File: src/verilog/cmb_defs.svh
// constants of the cylinder holding-register bank and its serial link
`ifndef CMB_DEFS_SVH
`define CMB_DEFS_SVH

// ----------------------------------------------------------------
// clock, link and legionella timing
// ----------------------------------------------------------------
`define CMB_CLK_HZ 32'h0BEB_C200
`define CMB_BAUD 32'h0000_2580
`define CMB_GAP_TENTHS 32'h0000_0023
`define CMB_SEC_PER_HOUR 32'h0000_0E10
`define CMB_SEC_PER_WEEK 32'h0009_3A80
`define CMB_OUT_HOURS 32'h0000_0018
`define CMB_BOT_WEEKS 32'h0000_0002

// ----------------------------------------------------------------
// register indexes
// ----------------------------------------------------------------
`define CMB_REG_DEMAND 4'h0
`define CMB_REG_SET_TEMP 4'h1
`define CMB_REG_TARGET_CHG 4'h2
`define CMB_REG_SOURCE 4'h3
`define CMB_REG_IMMERSION 4'h4
`define CMB_REG_TOP 4'h5
`define CMB_REG_FEEDBACK 4'h6
`define CMB_REG_MID 4'h7
`define CMB_REG_BOTTOM 4'h8
`define CMB_REG_CHARGE 4'h9
`define CMB_REG_CLEANSE 4'hA
`define CMB_REG_NODE_ADDR 4'hB
`define CMB_REG_COUNT 17'h0_000C

// ----------------------------------------------------------------
// reset values and limits
// ----------------------------------------------------------------
`define CMB_DEMAND_RST 16'h0000
`define CMB_SET_TEMP_RST 16'h01F4
`define CMB_TARGET_CHG_RST 16'h0064
`define CMB_SOURCE_RST 16'h0000
`define CMB_NODE_ADDR_RST 16'h0089
`define CMB_NODE_ADDR_MAX 16'h00FF
`define CMB_DEMAND_ON 16'h0001
`define CMB_BAND_LOW 16'h00C8
`define CMB_BAND_HIGH 16'h01C2
`define CMB_CLEANSE_TEMP 16'h024E
`define CMB_FULL_CHARGE 16'h0064

// ----------------------------------------------------------------
// frame protocol
// ----------------------------------------------------------------
`define CMB_FC_READ_HOLD 8'h03
`define CMB_FC_WRITE_ONE 8'h06
`define CMB_EXC_FLAG 8'h80
`define CMB_EXC_FUNC 8'h01
`define CMB_EXC_ADDR 8'h02
`define CMB_EXC_VALUE 8'h03
`define CMB_CRC_INIT 16'hFFFF
`define CMB_CRC_POLY 16'hA001
`define CMB_REQ_LEN 4'h8
`define CMB_EXC_LEN 5'h05
`define CMB_ECHO_LEN 5'h08
`define CMB_READ_HDR 5'h05

`endif

File: src/verilog/cmb_pkg.sv
// types of the cylinder holding-register bank
package cmb_pkg;

  // ----------------------------------------------------------------
  // cylinder configuration and link phase
  // ----------------------------------------------------------------
  typedef enum logic [1:0] {
    low_temp_heat_pump_config,
    high_temp_heat_pump_config,
    indirect_config,
    direct_electric_config
  } cmb_cfg_e;

  typedef enum logic {lk_rx, lk_tx} cmb_link_e;

  // ----------------------------------------------------------------
  // whole state of the bank
  // ----------------------------------------------------------------
  typedef struct packed {
    cmb_link_e st;
    logic rx_busy;
    logic [15:0] rx_cnt;
    logic [3:0] rx_bit;
    logic [7:0] rx_sh;
    logic frame_bad;
    logic [19:0] gap_cnt;
    logic [3:0] rx_len;
    logic [7:0][7:0] rx_buf;
    logic [15:0] crc_rx;
    logic tx_busy;
    logic [15:0] tx_cnt;
    logic [3:0] tx_bit;
    logic [9:0] tx_sh;
    logic [4:0] tx_idx;
    logic [4:0] tx_len;
    logic [15:0] crc_tx;
    logic tx_line;
    logic tx_oe;
    logic [7:0] rsp_fc;
    logic [7:0] rsp_exc;
    logic [3:0] rsp_start;
    logic [3:0] rsp_cnt;
    logic [15:0] demand;
    logic [15:0] set_temp;
    logic [15:0] target_chg;
    logic [15:0] source;
    logic [15:0] node_addr;
    logic immersion;
    logic relay;
    logic cleanse;
    logic [27:0] sec_cnt;
    logic [20:0] out_s;
    logic [20:0] bot_s;
  } cmb_state_s;

endpackage

File: src/verilog/cmb_register_bank.sv
// holding-register bank of the cylinder controller with its serial frame slave
`timescale 1ns/10ps
`include "cmb_defs.svh"

module cmb_register_bank #(
  parameter logic [15:0] BIT_CYCLES = 16'(`CMB_CLK_HZ / `CMB_BAUD),
  parameter logic [19:0] GAP_CYCLES = 20'(`CMB_GAP_TENTHS * (`CMB_CLK_HZ / `CMB_BAUD) / 10),
  parameter logic [27:0] SEC_CYCLES = 28'(`CMB_CLK_HZ),
  parameter logic [20:0] OUT_LIMIT_S = 21'(`CMB_OUT_HOURS * `CMB_SEC_PER_HOUR),
  parameter logic [20:0] BOT_LIMIT_S = 21'(`CMB_BOT_WEEKS * `CMB_SEC_PER_WEEK)
) (
  input wire logic sys_clk,
  input wire logic rst_b,
  input wire logic rs_rx,
  output logic rs_tx,
  output logic rs_de,
  input wire cmb_pkg::cmb_cfg_e cfg,
  input wire logic [15:0] top_temp,
  input wire logic [15:0] feedback_temp,
  input wire logic [15:0] mid_temp,
  input wire logic [15:0] bottom_temp,
  input wire logic [15:0] charge_pct,
  output logic immersion_on,
  output logic relay_on,
  output logic cleanse_required,
  output logic heat_demand_on
);

  cmb_pkg::cmb_state_s s;
  cmb_pkg::cmb_state_s n;
  logic heat_call;
  logic [1:0] use_src;
  logic tick;
  logic out_set;
  logic bot_set;
  logic clr_ev;
  logic frame_end;
  logic frame_ok;
  logic bcast;
  logic [7:0] fc;
  logic [7:0] exc;
  logic [7:0] rb;
  logic [15:0] start;
  logic [15:0] val;
  logic [16:0] span;
  logic [4:0] k;
  logic [3:0] ri;
  logic [15:0] rd_word;

  // ----------------------------------------------------------------
  // helpers
  // ----------------------------------------------------------------
  function automatic logic [15:0] crc_step(input logic [15:0] c, input logic [7:0] b);
    logic [15:0] r;
    r = c ^ {8'h00, b};
    for (int i = 0; i < 8; i++) begin
      r = r[0] ? ((r >> 1) ^ `CMB_CRC_POLY) : (r >> 1);
    end
    return r;
  endfunction

  function automatic logic src_valid(input cmb_pkg::cmb_cfg_e c, input logic [15:0] v);
    unique case (c)
      cmb_pkg::low_temp_heat_pump_config: return v <= 16'h0002;
      cmb_pkg::high_temp_heat_pump_config, cmb_pkg::indirect_config: return v <= 16'h0001;
      cmb_pkg::direct_electric_config: return v == 16'h0000;
    endcase
  endfunction

  // {electric, pump or indirect}; unusable codes act as 0
  function automatic logic [1:0] src_use(input cmb_pkg::cmb_cfg_e c, input logic [15:0] v);
    logic [15:0] w;
    w = src_valid(c, v) ? v : 16'h0000;
    if (c == cmb_pkg::direct_electric_config) begin
      return 2'b10;
    end
    unique case (w[1:0])
      2'b00: return 2'b01;
      2'b01: return 2'b10;
      default: return 2'b11;
    endcase
  endfunction

  function automatic logic in_band(input logic [15:0] t);
    return (t >= `CMB_BAND_LOW) && (t <= `CMB_BAND_HIGH);
  endfunction

  function automatic logic [15:0] reg_read(input logic [3:0] a, input cmb_pkg::cmb_state_s q);
    unique case (a)
      `CMB_REG_DEMAND: return q.demand;
      `CMB_REG_SET_TEMP: return q.set_temp;
      `CMB_REG_TARGET_CHG: return q.target_chg;
      `CMB_REG_SOURCE: return q.source;
      `CMB_REG_IMMERSION: return {15'h0000, q.immersion};
      `CMB_REG_TOP: return top_temp;
      `CMB_REG_FEEDBACK: return feedback_temp;
      `CMB_REG_MID: return mid_temp;
      `CMB_REG_BOTTOM: return bottom_temp;
      `CMB_REG_CHARGE: return charge_pct;
      `CMB_REG_CLEANSE: return {15'h0000, q.cleanse};
      `CMB_REG_NODE_ADDR: return q.node_addr;
      default: return 16'h0000;
    endcase
  endfunction

  // ----------------------------------------------------------------
  // next state
  // ----------------------------------------------------------------
  always_comb begin
    n = s;
    heat_call = (s.demand == `CMB_DEMAND_ON) && (charge_pct < s.target_chg);
    use_src = src_use(cfg, s.source);
    tick = (s.sec_cnt == SEC_CYCLES - 28'h000_0001);
    out_set = tick && in_band(top_temp) && (s.out_s == OUT_LIMIT_S);
    bot_set = tick && in_band(bottom_temp) && (s.bot_s == BOT_LIMIT_S);
    clr_ev = (charge_pct >= `CMB_FULL_CHARGE) && (top_temp > `CMB_CLEANSE_TEMP);
    frame_end = 1'b0;
    frame_ok = 1'b0;
    bcast = (s.rx_buf[0] == 8'h00);
    fc = s.rx_buf[1];
    start = {s.rx_buf[2], s.rx_buf[3]};
    val = {s.rx_buf[4], s.rx_buf[5]};
    span = {1'b0, start} + {1'b0, val};
    exc = 8'h00;
    rb = 8'h00;
    k = 5'h00;
    ri = 4'h0;
    rd_word = 16'h0000;

    // heat outputs follow the heat call (demand on, charge below target) and the decoded source
    n.immersion = heat_call && use_src[1];
    n.relay = heat_call && use_src[0];
    if (!src_valid(cfg, s.source)) begin
      n.source = `CMB_SOURCE_RST;
    end

    // legionella watch; seconds keep the long counters narrow
    n.sec_cnt = tick ? 28'h000_0000 : s.sec_cnt + 28'h000_0001;
    if (tick) begin
      n.out_s = !in_band(top_temp) ? 21'h00_0000 :
                (s.out_s > OUT_LIMIT_S) ? s.out_s : s.out_s + 21'h00_0001;
      n.bot_s = !in_band(bottom_temp) ? 21'h00_0000 :
                (s.bot_s > BOT_LIMIT_S) ? s.bot_s : s.bot_s + 21'h00_0001;
    end
    if (clr_ev) begin
      n.out_s = 21'h00_0000;
      n.bot_s = 21'h00_0000;
    end
    // a new crossing beats a same-cycle clear
    n.cleanse = out_set || bot_set || (s.cleanse && !clr_ev);

    unique case (s.st)
      cmb_pkg::lk_rx: begin
        // receiver, sampled mid-bit
        if (!s.rx_busy) begin
          if (!rs_rx) begin
            n.rx_busy = 1'b1;
            n.rx_cnt = BIT_CYCLES >> 1;
            n.rx_bit = 4'h0;
          end
        end else if (s.rx_cnt != 16'h0000) begin
          n.rx_cnt = s.rx_cnt - 16'h0001;
        end else begin
          n.rx_cnt = BIT_CYCLES - 16'h0001;
          n.rx_bit = s.rx_bit + 4'h1;
          if (s.rx_bit == 4'h0) begin
            n.rx_busy = !rs_rx;
          end else if (s.rx_bit != 4'h9) begin
            n.rx_sh = {rs_rx, s.rx_sh[7:1]};
          end else begin
            n.rx_busy = 1'b0;
            if (!rs_rx || s.rx_len == `CMB_REQ_LEN) begin
              n.frame_bad = 1'b1;
            end else begin
              n.rx_buf[s.rx_len[2:0]] = s.rx_sh;
              n.crc_rx = crc_step(s.crc_rx, s.rx_sh);
              n.rx_len = s.rx_len + 4'h1;
            end
          end
        end
        // 3.5 bit times of silence close a frame
        if (s.rx_busy || !rs_rx) begin
          n.gap_cnt = 20'h0_0000;
        end else if (s.gap_cnt != GAP_CYCLES) begin
          n.gap_cnt = s.gap_cnt + 20'h0_0001;
        end
        frame_end = !s.rx_busy && rs_rx && (s.gap_cnt == GAP_CYCLES - 20'h0_0001);
        frame_ok = frame_end && !s.frame_bad && (s.rx_len == `CMB_REQ_LEN) &&
                   (s.crc_rx == 16'h0000) &&
                   (bcast || {8'h00, s.rx_buf[0]} == s.node_addr);
        if (frame_end) begin
          n.rx_len = 4'h0;
          n.frame_bad = 1'b0;
          n.crc_rx = `CMB_CRC_INIT;
        end
        if (frame_ok) begin
          if (fc == `CMB_FC_READ_HOLD) begin
            if (val == 16'h0000 || val > 16'(`CMB_REG_COUNT)) begin
              exc = `CMB_EXC_VALUE;
            end else if (span > `CMB_REG_COUNT) begin
              exc = `CMB_EXC_ADDR;
            end
          end else if (fc == `CMB_FC_WRITE_ONE) begin
            if (start >= 16'(`CMB_REG_COUNT) ||
                (start >= 16'(`CMB_REG_TOP) && start <= 16'(`CMB_REG_CLEANSE))) begin
              exc = `CMB_EXC_ADDR;
            end else if (start == 16'(`CMB_REG_NODE_ADDR) &&
                         (val == 16'h0000 || val > `CMB_NODE_ADDR_MAX)) begin
              exc = `CMB_EXC_VALUE;
            end else begin
              unique case (start[3:0])
                `CMB_REG_DEMAND: n.demand = val;
                `CMB_REG_SET_TEMP: n.set_temp = val;
                `CMB_REG_TARGET_CHG: n.target_chg = val;
                `CMB_REG_SOURCE: n.source = src_valid(cfg, val) ? val : `CMB_SOURCE_RST;
                `CMB_REG_NODE_ADDR: n.node_addr = val;
                default: n.demand = s.demand;
              endcase
            end
          end else begin
            exc = `CMB_EXC_FUNC;
          end
          // broadcasts are acted on but never answered
          if (!bcast) begin
            n.st = cmb_pkg::lk_tx;
            n.tx_oe = 1'b1;
            n.tx_idx = 5'h00;
            n.crc_tx = `CMB_CRC_INIT;
            n.rsp_fc = fc;
            n.rsp_exc = exc;
            n.rsp_start = start[3:0];
            n.rsp_cnt = val[3:0];
            n.tx_len = (exc != 8'h00) ? `CMB_EXC_LEN :
                       (fc == `CMB_FC_READ_HOLD) ? `CMB_READ_HDR + {val[3:0], 1'b0} :
                       `CMB_ECHO_LEN;
          end
        end
      end
      cmb_pkg::lk_tx: begin
        // answer byte by index; registers are read live as bytes leave
        k = s.tx_idx - 5'h03;
        ri = s.rsp_start + k[4:1];
        rd_word = reg_read(ri, s);
        if (s.rsp_exc != 8'h00) begin
          rb = (s.tx_idx == 5'h00) ? s.rx_buf[0] :
               (s.tx_idx == 5'h01) ? (s.rsp_fc | `CMB_EXC_FLAG) : s.rsp_exc;
        end else if (s.rsp_fc == `CMB_FC_READ_HOLD) begin
          if (s.tx_idx == 5'h00) begin
            rb = s.rx_buf[0];
          end else if (s.tx_idx == 5'h01) begin
            rb = s.rsp_fc;
          end else if (s.tx_idx == 5'h02) begin
            rb = {3'b000, s.rsp_cnt, 1'b0};
          end else begin
            rb = k[0] ? rd_word[7:0] : rd_word[15:8];
          end
        end else begin
          rb = s.rx_buf[s.tx_idx[2:0]];
        end
        if (s.tx_idx == s.tx_len - 5'h02) begin
          rb = s.crc_tx[7:0];
        end else if (s.tx_idx == s.tx_len - 5'h01) begin
          rb = s.crc_tx[15:8];
        end
        if (!s.tx_busy) begin
          if (s.tx_idx == s.tx_len) begin
            n.st = cmb_pkg::lk_rx;
            n.tx_oe = 1'b0;
            n.gap_cnt = 20'h0_0000;
          end else begin
            if (s.tx_idx < s.tx_len - 5'h02) begin
              n.crc_tx = crc_step(s.crc_tx, rb);
            end
            n.tx_sh = {1'b1, rb, 1'b0};
            n.tx_line = 1'b0;
            n.tx_busy = 1'b1;
            n.tx_bit = 4'h0;
            n.tx_cnt = BIT_CYCLES - 16'h0001;
          end
        end else if (s.tx_cnt != 16'h0000) begin
          n.tx_cnt = s.tx_cnt - 16'h0001;
        end else if (s.tx_bit == 4'h9) begin
          n.tx_busy = 1'b0;
          n.tx_idx = s.tx_idx + 5'h01;
        end else begin
          n.tx_sh = {1'b1, s.tx_sh[9:1]};
          n.tx_line = s.tx_sh[1];
          n.tx_bit = s.tx_bit + 4'h1;
          n.tx_cnt = BIT_CYCLES - 16'h0001;
        end
      end
    endcase

    if (!rst_b) begin
      n = '0;
      n.st = cmb_pkg::lk_rx;
      n.crc_rx = `CMB_CRC_INIT;
      n.tx_line = 1'b1;
      n.demand = `CMB_DEMAND_RST;
      n.set_temp = `CMB_SET_TEMP_RST;
      n.target_chg = `CMB_TARGET_CHG_RST;
      n.source = `CMB_SOURCE_RST;
      n.node_addr = `CMB_NODE_ADDR_RST;
    end
  end

  always_ff @(posedge sys_clk) begin
    s <= n;
  end

  assign rs_tx = s.tx_line;
  assign rs_de = s.tx_oe;
  assign immersion_on = s.immersion;
  assign relay_on = s.relay;
  assign cleanse_required = s.cleanse;
  assign heat_demand_on = (s.demand == `CMB_DEMAND_ON);

  // ----------------------------------------------------------------
  // checks
  // ----------------------------------------------------------------
  a_idle_no_heat: assert property (@(posedge sys_clk) disable iff (!rst_b)
    (s.demand != `CMB_DEMAND_ON) |=> !immersion_on && !relay_on)
    else $error("heat output active while demand off");

  a_on_charges: assert property (@(posedge sys_clk) disable iff (!rst_b)
    heat_call |=> (immersion_on || relay_on))
    else $error("no heat source driven while charging");

  a_heater_call: assert property (@(posedge sys_clk) disable iff (!rst_b)
    (heat_call && use_src[1]) |=> immersion_on)
    else $error("electric call did not energise heater");

  a_relay_call: assert property (@(posedge sys_clk) disable iff (!rst_b)
    (heat_call && use_src[0]) |=> relay_on)
    else $error("pump or indirect call did not close relay");

  a_source_legal: assert property (@(posedge sys_clk) disable iff (!rst_b)
    ($past(cfg) == cfg) |-> src_valid(cfg, s.source))
    else $error("heat source holds a code with no function");

  a_addr_range: assert property (@(posedge sys_clk) disable iff (!rst_b)
    ##1 (s.node_addr != 16'h0000) && (s.node_addr <= `CMB_NODE_ADDR_MAX))
    else $error("node address out of range");

  a_cleanse_set: assert property (@(posedge sys_clk) disable iff (!rst_b)
    (out_set || bot_set) |=> cleanse_required ##1 (cleanse_required || $past(clr_ev)))
    else $error("cleanse flag not raised after band interval");

  a_cleanse_clear: assert property (@(posedge sys_clk) disable iff (!rst_b)
    (clr_ev && !out_set && !bot_set) |=> !cleanse_required)
    else $error("cleanse flag not cleared after hot full charge");

  a_ro_refused: assert property (@(posedge sys_clk) disable iff (!rst_b)
    (frame_ok && !bcast && fc == `CMB_FC_WRITE_ONE && start >= 16'(`CMB_REG_TOP) &&
     start <= 16'(`CMB_REG_CLEANSE)) |=> rs_de && s.rsp_exc == `CMB_EXC_ADDR &&
     $stable(s.demand))
    else $error("write to read-only register not refused");

  a_de_release: assert property (@(posedge sys_clk) disable iff (!rst_b)
    $fell(rs_de) |-> rs_tx && $past(rs_tx) && $past(s.tx_idx) == $past(s.tx_len))
    else $error("driver released mid character");

endmodule

File: config.mk
export PLATFORM = sky130hd
export DESIGN_NAME = cmb_register_bank
export DESIGN_NICKNAME = d
export VERILOG_FILES = /design/src/verilog/cmb_pkg.sv /design/src/verilog/cmb_register_bank.sv
export VERILOG_INCLUDE_DIRS = /design/src /design/src/verilog
export SDC_FILE = /design/constraint.sdc
export NUM_CORES = 1
export LEC_CHECK = 0
export CAP_MARGIN = 20
export CORE_MARGIN = 3
export CORE_UTILIZATION = 60
export CTS_CLUSTER_DIAMETER = 40
export DETAILED_ROUTE_END_ITERATION = 6
export DONT_BUFFER_PORTS = 1
export PLACE_DENSITY = 0.76
export RECOVER_POWER = 50
export SLEW_MARGIN = 25
export SYNTH_ARGS = -nofsm -noshare
export SYNTH_HDL_FRONTEND = slang
export SYNTH_SLANG_ARGS = --single-unit
File: constraint.sdc
create_clock -name sys_clk -period 5.56 [get_ports sys_clk]
set_input_delay 0.834 -clock sys_clk [delete_from_list [all_inputs] [get_ports sys_clk]]
set_output_delay 0.834 -clock sys_clk [all_outputs]
set_load 0.01 [all_outputs]
==> Flow_metrics.wiki, run 1 <==
{| class="wikitable"
! Metric !! Value
|-
| Pwr/cell area || about 290 mW/mm2
|-
| Post-synthesis register bit count || 364
|-
| DRC errors left || 4
|-
| Post-route total power || about 6200 uW
|-
| Ratio of final minimum period to clock period || between 90% and 100%
|-
| Cell types occupying the most area after synthesis || dfxtp_1 37%, nand2_1 8.1%, a21oi_1 5.5%
|-
| Yosys Warn Count || 0
|-
| Count of standard-cell rows || 65
|-
| Antenna violations before repair || 1
|-
| Total wire length || 62.18 mm
|-
| HPWL after detailed placement || around 44 mm
|-
| First-pass iteration count of the detailed router || 7
|-
| H-tree Lvls || 2
|-
| Run status || finished, violations left
|-
| Post-Syn Area || between 0.015 and 0.02 mm2
|-
| Worst VDD drop || between 0.3 and 0.4 mV
|-
| Vias after detailed routing || 18383
|-
| Placed Cells || 2794
|-
| Sequential area share after synthesis || 37.00%
|-
| Clock slew at reported path FFs || around 60 ps
|-
| Wire length of the first global-routing pass || 96.56 mm
|-
| Final Hold Violating Endpoints || 0
|-
| Number of failing setup endpoints in the final timing report || 0
|-
| Final weighted congestion in routability-driven placement || between 1 and 1.5
|-
| Async SR Flop Fraction || 0%
|-
| Internal reg-to-reg setup slack || between 300 and 400 ps
|-
| Post-CTS setup buffer count || 0
|-
| Type of destination of the critical path || register
|-
| Wirelength per Cell || roughly 21 um
|-
| Worst Clk Skew || about 25 ps
|-
| Worst endpoint required time || 6050 ps
|-
| Critical path's top delay family || XOR/XNOR gates
|-
| Class of the most critical setup path || register to register
|-
| Share of the core filled with cells || approximately two thirds
|-
| Synthesis-to-layout area growth || 11.09%
|-
| Max Cap Viol || 3
|-
| Filler-free cell count of the finished design || 2892
|-
| Max Freq || between 0.15 and 0.2 GHz
|-
| Number of enable-type register cells in the synthesized netlist || 0
|-
| Clock tree from TritonCTS || done
|-
| Pin slew with the least headroom to its limit || roughly 2500 ps
|-
| Static power due to leakage || between 0.007 and 0.008 uW
|-
| Initial Utilization || 61.61%
|-
| Largest area contributor in the synthesized netlist || dfxtp_1
|-
| Die area || between 0.03 and 0.04 mm2
|-
| List of most frequent post-synthesis cells || 426 x nand2_1, 364 x dfxtp_1, 233 x nor2_1
|-
| Critical Path Source Type || register
|-
| Post-CTS sizing || 0
|-
| Hold Path Class || primary input to register
|-
| Mean post-synth cell area || approximately 8.1 um2
|-
| Clock latency of the later-clocked register in the worst-skew pair || around 570 ps
|-
| Maximum number of pins on one net before global-route repair || 80
|-
| Top cell type's share of synthesized area || 37.00%
|-
| Unrepaired setup endpoints after global routing || no
|-
| All-Layer GR Usage || 34.29%
|-
| Unique cell type count in the Yosys netlist || 96
|-
| Relative max-transition margin || -65.64%
|-
| Violated checks || design-rule violations, max-capacitance violations, max-slew violations
|-
| Fin. max-slew vios || roughly 130
|-
| DRC violation total after the first TritonRoute iteration || just over 2000
|-
| Predominant post-synthesis flop cell || dfxtp_1
|-
| Placeable core region || about 0.032 mm2
|-
| Proportion of layout cells with a drive suffix above 1 || 8.428%
|-
| Total clock sinks || roughly 360
|-
| Final setup TNS || 0 ps
|-
| Total I/O pin count || 91
|-
| Overall overflow remaining after global route || 0
|-
| IO buf count || 0
|-
| Post-route minimum period || 5247 ps
|-
| CP max stage cell || xnor3_1
|-
| Die Span Y || around 190 um
|-
| Critical path buffers and inverters || 3
|-
| Total CTS buffers || between 40 and 50
|-
| Number of standard cells after synthesis || between 2000 and 2500
|-
| Root Buffer || clkbuf_16
|-
| Total of fill cells in the finished design || between 2000 and 3000
|-
| Nets || 2569
|-
| Arrival time of data at the critical path endpoint || 5740 ps
|-
| Via count of the first global-routing pass || ~17000
|-
| Number of buffers on the longest clock path || 3
|-
| Number of hold buffers added after cts || 0
|-
| CP cell instances || inv_1, ha_1, ha_1, inv_1, fa_1, xnor2_4, buf_4, and2_1, a22o_1, a22oi_1, a21oi_1, o31ai_2, mux2i_1, nand3_1, xnor2_1, xnor3_1, xor2_2, xnor3_1, a21oi_1
|-
| Number of nets with antenna violations after detailed routing || 0
|-
| Count leader, synth || nand2_1
|-
| Crit-path max cell delay || roughly 520 ps
|-
| Maximum fanout along the worst path || 11
|-
| Routed vias/inst || around 6.4
|-
| Die width || roughly 190 um
|}
-- path summary, 6_finish.rpt --
path	start	to	cells past startpoint
worst min register to register	register	register	2
worst max register to register	s[201]$_SDFFE_PN0P_	s[179]$_SDFFE_PN0P_	19
worst max-delay path	s[201]$_SDFFE_PN0P_	s[179]$_SDFFE_PN0P_	19
worst min-delay path	rst_b	s[127]$_SDFFE_PN1P_	1
-- kinds of logic after synthesis --
logic type                 Yosys count  synth area share, %
muxes                               92                6.233
buffers and inverters              197                4.117
AOI/OAI and AO/OA                  487                15.25
xor gates and xnor gates           149                7.110
and+or+nand+nor                   1084                25.87
DFF                                364                37.00
other                                1              0.01904
adders and majority gates           68                4.397
-- per-stage QoR --
| step | hold WS (ps) | setup WS [ps] | instance area, um2 |
|---|---|---|---|
| global placement | 436.6 | 581.8 | 20020 |
| detailed placement | 446.9 | 356.0 | 20020 |
| CTS | 339.9 | 313.2 | 21850 |
| floorplan | 427.7 | 670.3 | 19740 |
| global route | 350.4 | 68.68 | 21870 |
| finish | 358.6 | 312.7 | 21880 |
-- routing by layer --
| metal | up-vias | wire, um | track usage (%) |
|---|---|---|---|
| met2 | 882 | 27730 | 54.00 |
| met3 | 211 | 5760 | 7.403 |
| met5 | - | 0 | 0 |
| li1 | 8554 | - | - |
| met1 | 8736 | 25880 | 46.07 |
| met4 | 0 | 2813 | 13.70 |
-- power breakdown --
part | total [uW] | switching, uW | leakage, uW | internal (uW)
sequential | 2650 | 21.0 | 0.00294 | 2630
clock | 3420 | 1310 | 0.000876 | 2110
combinational | 169 | 109 | 0.00406 | 60.5
-- layout make-up --
cell class,instances,area (um2),share of cell area (%)
Antenna cell,1,2.502,0.01144
Clock buffer,57,1349,6.166
Clock inverter,34,480.5,2.196
Inverter,65,244.0,1.115
Multi-Input combinational cell,1893,11660,53.31
Sequential cell,364,7287,33.31
Tap cell,435,544.3,2.488
Timing Repair Buffer,43,307.8,1.407
-- cell usage in the layout (no fill, tap or decap), types with 7 or more instances in the layout --
cell type | synthesis | final
nand2_1 | 426 | 426
dfxtp_1 | 364 | 364
nor2_1 | 233 | 233
a21oi_1 | 218 | 217
nand3_1 | 104 | 104
o21ai_0 | 81 | 80
xor2_1 | 76 | 76
ha_1 | 66 | 66
xnor2_1 | 65 | 65
inv_1 | 63 | 64
nor3_1 | 64 | 64
mux2i_1 | 54 | 54
clkbuf_16 | 0 | 51
nor4_1 | 50 | 50
buf_4 | 7 | 39
nand4_1 | 36 | 36
and3_1 | 29 | 29
or3_1 | 28 | 28
o211ai_1 | 26 | 26
mux4_2 | 23 | 23
a31oi_1 | 22 | 22
a21o_1 | 19 | 19
nand2b_1 | 19 | 19
a22oi_1 | 19 | 19
nor2b_1 | 14 | 14
mux2_2 | 14 | 14
and2_1 | 17 | 13
conb_1 | 1 | 13
a221oi_1 | 12 | 12
a22o_1 | 11 | 11
o31ai_1 | 9 | 9
or4_1 | 8 | 8
nand3b_1 | 8 | 8
o22ai_1 | 8 | 8
and4_1 | 7 | 7
bufinv_16 | 0 | 7
Note: power is estimated with default switching activity, not from simulation.
==> run 2, diff against run 1 <==
--- a/config.mk
+++ b/config.mk
@@ -7,6 +7,7 @@
 export NUM_CORES = 1
 export LEC_CHECK = 0
 export CAP_MARGIN = 20
+export CORE_ASPECT_RATIO = 1.75
 export CORE_MARGIN = 3
 export CORE_UTILIZATION = 60
 export CTS_CLUSTER_DIAMETER = 40
==> Flow_metrics.wiki, run 2 (same netlist as run 1, synthesis figures left out) <==
{| class="wikitable"
! Metric !! Value
|-
| Clock slew at reported path FFs || 70 ps (was 60 ps)
|-
| Number of nets with antenna violations after detailed routing || 0 (unchanged)
|-
| Routed vias/inst || 6.446 (was 6.357)
|-
| Run status || finished, violations left (unchanged)
|-
| Die width || 143.0 um (was 187.2 um)
|-
| Highest-count cells in the layout ignoring fill and taps || 426 x nand2_1, 364 x dfxtp_1, 233 x nor2_1 (unchanged)
|-
| Total I/O pin count || 91 (unchanged)
|-
| Critical path's top delay family || XOR/XNOR gates (unchanged)
|-
| Relative max-transition margin || -92.99% (was -65.64%)
|-
| Maximum number of pins on one net before global-route repair || 67 (was 80)
|-
| Critical path buffers and inverters || 3 (unchanged)
|-
| Type of destination of the critical path || register (unchanged)
|-
| Synthesis-to-layout area growth || 8.412% (was 11.09%)
|-
| Proportion of layout cells with a drive suffix above 1 || 6.989% (was 8.428%)
|-
| Worst endpoint required time || 6020 ps (was 6050 ps)
|-
| Initial Utilization || 60.91% (was 61.61%)
|-
| Static power due to leakage || 0.007617 uW (was 0.007881 uW)
|-
| Placeable core region || 0.03233 mm2 (was 0.03196 mm2)
|-
| Hold Path Class || primary input to register (unchanged)
|-
| Final weighted congestion in routability-driven placement || 1.015 (was 1.051)
|-
| Wire length of the first global-routing pass || 94.49 mm (was 96.56 mm)
|-
| Switching power || 1243 uW (was 1440 uW)
|-
| Internal reg-to-reg setup slack || 520 ps (was 310 ps)
|-
| CP cell instances || clkinv_1, ha_1, ha_2, inv_1, fa_1, xnor2_4, buf_4, mux4_2, nand2_1, o21ai_0, o311ai_2, a21oi_2, mux2i_1, xnor2_1, xnor3_1, xor2_2, xnor3_1, a21oi_1 (was inv_1, ha_1, ha_1, inv_1, fa_1, xnor2_4, buf_4, and2_1, a22o_1, a22oi_1, a21oi_1, o31ai_2, mux2i_1, nand3_1, xnor2_1, xnor3_1, xor2_2, xnor3_1, a21oi_1)
|-
| Number of buffers on the longest clock path || 3 (unchanged)
|-
| Sequential Power Share || 46.4% (was 42.4%)
|-
| Vias after detailed routing || 18197 (was 18383)
|-
| Worst setup startpoint || s[200]$_SDFFE_PN0P_ (was s[201]$_SDFFE_PN0P_)
|-
| H-tree Lvls || 2 (unchanged)
|-
| DRC errors left || 0 (was 4)
|-
| FF-to-FF path depth || 18 (was 19)
|-
| Overall overflow remaining after global route || 0 (unchanged)
|-
| Sw Ratio || 21.75% (was 23.06%)
|-
| Post-route minimum period || 5043 ps (was 5247 ps)
|-
| All-Layer GR Usage || 33.98% (was 34.29%)
|-
| Number of failing setup endpoints in the final timing report || 0 (unchanged)
|-
| Logic depth of the worst path, buffers included || 18 (was 19)
|-
| IO buf count || 0 (unchanged)
|-
| Critical Path Source Type || register (unchanged)
|-
| Worst Clk Skew || 29.35 ps (was 24.76 ps)
|-
| Die area || 0.03512 mm2 (was 0.03503 mm2)
|-
| Post-CTS sizing || 0 (unchanged)
|-
| Root Buffer || clkbuf_16 (unchanged)
|-
| Cell occurring most often along the worst timing path || xnor3_1
|-
| CP endpoint || s[179]$_SDFFE_PN0P_ (unchanged)
|-
| Share of power burned in combinational logic || 3.0% (was 2.7%)
|-
| Wirelength per Cell || 21.70 um (was 21.50 um)
|-
| Most common cell after layout, fill and taps aside || nand2_1 (unchanged)
|-
| Max Cap Viol || 2 (was 3)
|-
| Power share of the clock group || 50.6% (was 54.8%)
|-
| Maximum fanout along the worst path || 26 (was 11)
|-
| Internal power consumption || 4471 uW (was 4804 uW)
|-
| Final setup TNS || 0 ps (unchanged)
|-
| Count of standard-cell rows || 87 (was 65)
|-
| DRC violation total after the first TritonRoute iteration || 1484 (was 2024)
|-
| Endpoint of the worst register-to-register path || s[179]$_SDFFE_PN0P_ (unchanged)
|-
| Worst r2r src || s[200]$_SDFFE_PN0P_ (was s[201]$_SDFFE_PN0P_)
|-
| Ratio of final minimum period to clock period || 90.71% (was 94.38%)
|-
| Violated checks || max-capacitance violations, max-slew violations (was design-rule violations, max-capacitance violations, max-slew violations)
|-
| Total CTS buffers || 39 (was 49)
|-
| Via count of the first global-routing pass || 17419 (was 17077)
|-
| Total clock sinks || 364 (unchanged)
|-
| First-pass iteration count of the detailed router || 5 (was 7)
|-
| Worst VDD drop || 0.3435 mV (was 0.3479 mV)
|-
| Clock tree from TritonCTS || done (unchanged)
|-
| Max Freq || 0.1983 GHz (was 0.1906 GHz)
|-
| Fin. max-slew vios || 99 (was 127)
|-
| Antenna violations before repair || 5 (was 1)
|-
| Arrival time of data at the critical path endpoint || 5500 ps (was 5740 ps)
|-
| Share of the core filled with cells || 66.04% (was 68.44%)
|-
| Hold Path Stages || 1 (unchanged)
|-
| Total wire length || 61.25 mm (was 62.18 mm)
|-
| Number of hold buffers added after cts || 0 (unchanged)
|-
| CP max stage cell || fa_1 (was xnor3_1)
|-
| Unrepaired setup endpoints after global routing || no (unchanged)
|-
| Pwr/cell area || 267.6 mW/mm2 (was 285.4 mW/mm2)
|-
| HPWL after detailed placement || 44.25 mm (was 44.16 mm)
|-
| Crit-path max cell delay || 470 ps (was 520 ps)
|-
| Die Span Y || 245.7 um (was 187.2 um)
|-
| Pin slew with the least headroom to its limit || 2895 ps (was 2485 ps)
|-
| Clock latency of the later-clocked register in the worst-skew pair || 550 ps (was 570 ps)
|-
| Post-CTS setup buffer count || 0 (unchanged)
|-
| Class of the most critical setup path || register to register (unchanged)
|-
| Final Hold Violating Endpoints || 0 (unchanged)
|-
| Nets || 2544 (was 2569)
|}
run 2: worst register-to-register path: stages, from the launching register on:
cell and delay (ps):
dfxtp_1 380, clkinv_1 110, ha_1 320, ha_2 180, inv_1 50, fa_1 470
xnor2_4 460, buf_4 370, mux4_2 350, nand2_1 70, o21ai_0 220, o311ai_2 330
a21oi_2 110, mux2i_1 270, xnor2_1 190, xnor3_1 470, xor2_2 220, xnor3_1 240
a21oi_1 150
run 2: layout make-up:
type | count | area (um2)
fill | 2804 | 10980
sequential | 364 | 7287
antenna | 5 | 12.51
multi-input combinational | 1893 | 11680
inverter | 65 | 249.0
tap | 400 | 500.5
clock inverter | 21 | 347.8
clock buffer | 47 | 1089
timing repair buffer | 28 | 187.7
run 2: power by group through the flow:
stage	combinational [uW]	sequential, uW	clock, uW
after floorplan	138	2700	0
after global placement	163	2710	0
after detailed placement	169	2710	0
after CTS	171	2650	2930
after global routing	192	2650	3030
final	172	2650	2890
run 2: layer usage:
| metal | track usage [%] | part of all wire [%] |
|---|---|---|
| met5 | 0 | 0.018 |
| met2 | 58.50 | 48 |
| met3 | 7.667 | 7.8 |
| met4 | 24.12 | 8.6 |
| met1 | 36.04 | 35 |
run 2: stage by stage:
stage / hold WS, ps / std cells / total power (uW) / setup WS, ps / instance area (um2)
finish: 360.8 / 2823 / 5714 / 516.8 / 21350
global placement: 436.9 / 2750 / 2870 / 715.9 / 19910
floorplan: 427.7 / 2454 / 2838 / 670.3 / 19740
global route: 354.5 / 2820 / 5873 / 225.1 / 21340
detailed placement: 444.5 / 2750 / 2876 / 640.5 / 19920
CTS: 338.0 / 2818 / 5750 / 597.8 / 21350
run 2: worst min path at each step:
stage | to | start | slack (ps)
2_1_floorplan | s[135]$_SDFFE_PN0P_ | s[135]$_SDFFE_PN0P_ | 430
5_1_grt | s[126]$_SDFFE_PN1P_ | rst_b | 350
6_report | s[126]$_SDFFE_PN1P_ | rst_b | 360
3_3_place_gp | register | register | 440
4_1_cts | s[126]$_SDFFE_PN1P_ | rst_b | 340
3_5_place_dp | register | register | 440
==> run 3, diff against run 2 <==
--- a/config.mk
+++ b/config.mk
@@ -6,14 +6,15 @@
 export SDC_FILE = /design/constraint.sdc
 export NUM_CORES = 1
 export LEC_CHECK = 0
+export ABC_AREA = 0
+export BUFFER_PORTS_ARGS = -buffer_cell sky130_fd_sc_hd__clkbuf_2
 export CAP_MARGIN = 20
 export CORE_ASPECT_RATIO = 1.75
 export CORE_MARGIN = 3
 export CORE_UTILIZATION = 60
 export CTS_CLUSTER_DIAMETER = 40
 export DETAILED_ROUTE_END_ITERATION = 6
-export DONT_BUFFER_PORTS = 1
-export PLACE_DENSITY = 0.76
+export PLACE_DENSITY_LB_ADDON = 0.12
 export RECOVER_POWER = 50
 export SLEW_MARGIN = 25
 export SYNTH_ARGS = -nofsm -noshare
==> Flow_metrics.wiki, run 3 (same netlist as run 1, synthesis figures left out) <==
{| class="wikitable"
! Metric !! Value
|-
| Run status || finished, violations left (unchanged)
|-
| Violated checks || max-capacitance violations, max-slew violations (unchanged)
|-
| Total clock sinks || 364 (unchanged)
|-
| Pin slew with the least headroom to its limit || 2394 ps (was 2895 ps)
|-
| Sequential Power Share || 47.2% (was 46.4%)
|-
| Wirelength per Cell || 21.79 um (was 21.70 um)
|-
| Initial Utilization || 60.91% (unchanged)
|-
| Arrival time of data at the critical path endpoint || 5730 ps (was 5500 ps)
|-
| Switching power || 1323 uW (was 1243 uW)
|-
| Internal power consumption || 4293 uW (was 4471 uW)
|-
| Routed vias/inst || 6.356 (was 6.446)
|-
| Proportion of layout cells with a drive suffix above 1 || 10.02% (was 6.989%)
|-
| Die Span Y || 245.7 um (unchanged)
|-
| Number of failing setup endpoints in the final timing report || 0 (unchanged)
|-
| Via count of the first global-routing pass || 17873 (was 17419)
|-
| Post-CTS sizing || 0 (unchanged)
|-
| Nets || 2640 (was 2544)
|-
| Maximum fanout along the worst path || 14 (was 26)
|-
| Worst endpoint required time || 6020 ps (about the same)
|-
| Most common cell after layout, fill and taps aside || nand2_1 (unchanged)
|-
| Post-CTS setup buffer count || 0 (unchanged)
|-
| CP cell instances || clkinv_1, ha_1, ha_1, inv_1, fa_1, xnor2_4, nor2_1, a22o_1, a22oi_1, a21oi_1, o31ai_2, mux2i_1, nand3_1, xnor2_1, xnor3_1, xor2_2, xnor3_1, a21oi_1 (was clkinv_1, ha_1, ha_2, inv_1, fa_1, xnor2_4, buf_4, mux4_2, nand2_1, o21ai_0, o311ai_2, a21oi_2, mux2i_1, xnor2_1, xnor3_1, xor2_2, xnor3_1, a21oi_1)
|-
| DRC errors left || 0 (unchanged)
|-
| Static power due to leakage || 0.007966 uW (was 0.007617 uW)
|-
| Unrepaired setup endpoints after global routing || no (unchanged)
|-
| Synthesis-to-layout area growth || 10.31% (was 8.412%)
|-
| Number of hold buffers added after cts || 0 (unchanged)
|-
| Wire length of the first global-routing pass || 98.10 mm (was 94.49 mm)
|-
| Number of nets with antenna violations after detailed routing || 0 (unchanged)
|-
| Maximum number of pins on one net before global-route repair || 74 (was 67)
|-
| Total of fill cells in the finished design || 2784 (was 2804)
|-
| Max Freq || 0.1899 GHz (was 0.1983 GHz)
|-
| IO buf count || 90 (was 0)
|-
| First-pass iteration count of the detailed router || 5 (unchanged)
|-
| Worst Clk Skew || 25.06 ps (was 29.35 ps)
|-
| Share of power burned in combinational logic || 4.2% (was 3.0%)
|-
| Die width || 143.0 um (unchanged)
|-
| Critical Path Source Type || register (unchanged)
|-
| Highest-count cells in the layout ignoring fill and taps || 426 x nand2_1, 364 x dfxtp_1, 233 x nor2_1 (unchanged)
|-
| Count of standard-cell rows || 87 (unchanged)
|-
| Hold Path Class || register to register (was primary input to register)
|-
| Class of the most critical setup path || register to register (unchanged)
|-
| HPWL after detailed placement || 46.59 mm (was 44.25 mm)
|-
| Vias after detailed routing || 18521 (was 18197)
|-
| Max Cap Viol || 2 (unchanged)
|-
| FF-to-FF path depth || 18 (unchanged)
|-
| Pwr/cell area || 258.5 mW/mm2 (was 267.6 mW/mm2)
|-
| Power share of the clock group || 48.7% (was 50.6%)
|-
| Post-route minimum period || 5266 ps (was 5043 ps)
|-
| Final Hold Violating Endpoints || 0 (unchanged)
|-
| Footprint of the flip-flops and latches || 0.007287 mm2 (unchanged)
|-
| All-Layer GR Usage || 35.34% (was 33.98%)
|-
| Final setup TNS || 0 ps (unchanged)
|-
| Final std cell area, no fill || 0.02172 mm2 (was 0.02135 mm2)
|-
| Total I/O pin count || 91 (unchanged)
|-
| Number of buffers on the longest clock path || 3 (unchanged)
|-
| DRC violation total after the first TritonRoute iteration || 1447 (was 1484)
|-
| Total wire length || 63.49 mm (was 61.25 mm)
|-
| Clock slew at reported path FFs || 60 ps (was 70 ps)
|-
| Sw Ratio || 23.56% (was 21.75%)
|-
| Relative max-transition margin || -59.62% (was -92.99%)
|-
| Type of destination of the critical path || register (unchanged)
|-
| Die area || 0.03512 mm2 (unchanged)
|-
| Clock tree from TritonCTS || done (unchanged)
|-
| Crit-path max cell delay || 590 ps (was 470 ps)
|-
| Final weighted congestion in routability-driven placement || 1.030 (was 1.015)
|-
| Worst VDD drop || 0.2968 mV (was 0.3435 mV)
|-
| Hold Path Stages || 2 (was 1)
|-
| Antenna violations before repair || 0 (was 5)
|-
| Multi-input combinational cell area || 0.01167 mm2 (was 0.01168 mm2)
|-
| Clock latency of the later-clocked register in the worst-skew pair || 550 ps (about the same)
|-
| Overall overflow remaining after global route || 0 (unchanged)
|-
| H-tree Lvls || 2 (unchanged)
|-
| Ratio of final minimum period to clock period || 94.71% (was 90.71%)
|-
| Total CTS buffers || 40 (was 39)
|-
| Fin. max-slew vios || 127 (was 99)
|-
| Antenna cell count || 0 (was 5)
|-
| CP max stage cell || fa_1 (unchanged)
|-
| Placeable core region || 0.03233 mm2 (unchanged)
|-
| Root Buffer || clkbuf_16 (unchanged)
|-
| Placed cell area || 0.02040 mm2 (was 0.01992 mm2)
|}
==> run 3: changes by cell type in the layout (fill, tap and decap cells not counted), moves of 2 or more <==
cell | previous run | this run
buf_4 | 22 | 24
bufinv_16 | 8 | 4
clkbuf_2 | 0 | 84
clkbuf_1 | 8 | 17
inv_6 | 3 | 5
diode_2 | 5 | 0
==> run 3: final timing paths <==
path | start | to | slack (ps)
worst min-delay path | s[130]$_SDFFE_PN0P_ | s[130]$_SDFFE_PN0P_ | 460
worst min register to register | s[130]$_SDFFE_PN0P_ | s[130]$_SDFFE_PN0P_ | 460
worst max-delay path | s[200]$_SDFFE_PN0P_ | s[179]$_SDFFE_PN0P_ | 290
worst max register to register | s[200]$_SDFFE_PN0P_ | s[179]$_SDFFE_PN0P_ | 290
==> run 3: per-stage QoR <==
stage | instances | hold slack [ps] | utilization, % | power (uW) | setup slack, ps
finish | 2914 | 456.8 | 67.19 | 5616 | 293.9
global route | 2914 | 474.4 | 67.19 | 5774 | 71.70
CTS | 2913 | 456.9 | 67.31 | 5644 | 203.6
detailed placement | 2844 | 449.4 | 63.11 | 2934 | 236.5
global placement | 2844 | 440.1 | 63.09 | 2930 | 346.5
floorplan | 2454 | 427.7 | - | 2838 | 670.3
==> run 3: area by class of cell <==
type	count	area share [%]
multi-input cells	1894	53.71
clock inverters	22	1.371
flip-flops and latches	364	33.55
clock buffers	47	4.867
inverters	65	1.123
repair buffers	122	3.082
well taps	400	2.304
==> run 3: layer usage <==
layer	global-route usage, %	wire [um]	up-vias
li1	-	-	8672
met1	40.02	23390	8784
met2	60.09	30450	791
met3	5.059	4140	274
met4	25.04	5514	0
met5	0	0	-
==> run 3: power groups by stage <==
stage | clock (uW) | combinational, uW | sequential [uW]
detailed placement | 0 | 226 | 2710
CTS | 2770 | 229 | 2650
finish | 2730 | 233 | 2650
global route | 2870 | 257 | 2650
floorplan | 0 | 138 | 2700
global placement | 0 | 223 | 2710
==> run 3: critical path: cells and delay by family, from the launching register on <==
kind	cells	cell delay [ps]
multiplexers	1	240
XOR/XNOR	5	1760
adder cells (fa/ha/maj)	3	1080
AND/OR/NAND/NOR	2	430
buffers and inverters	2	170
AO/OA/AOI/OAI	5	1100
flip-flops	1	380
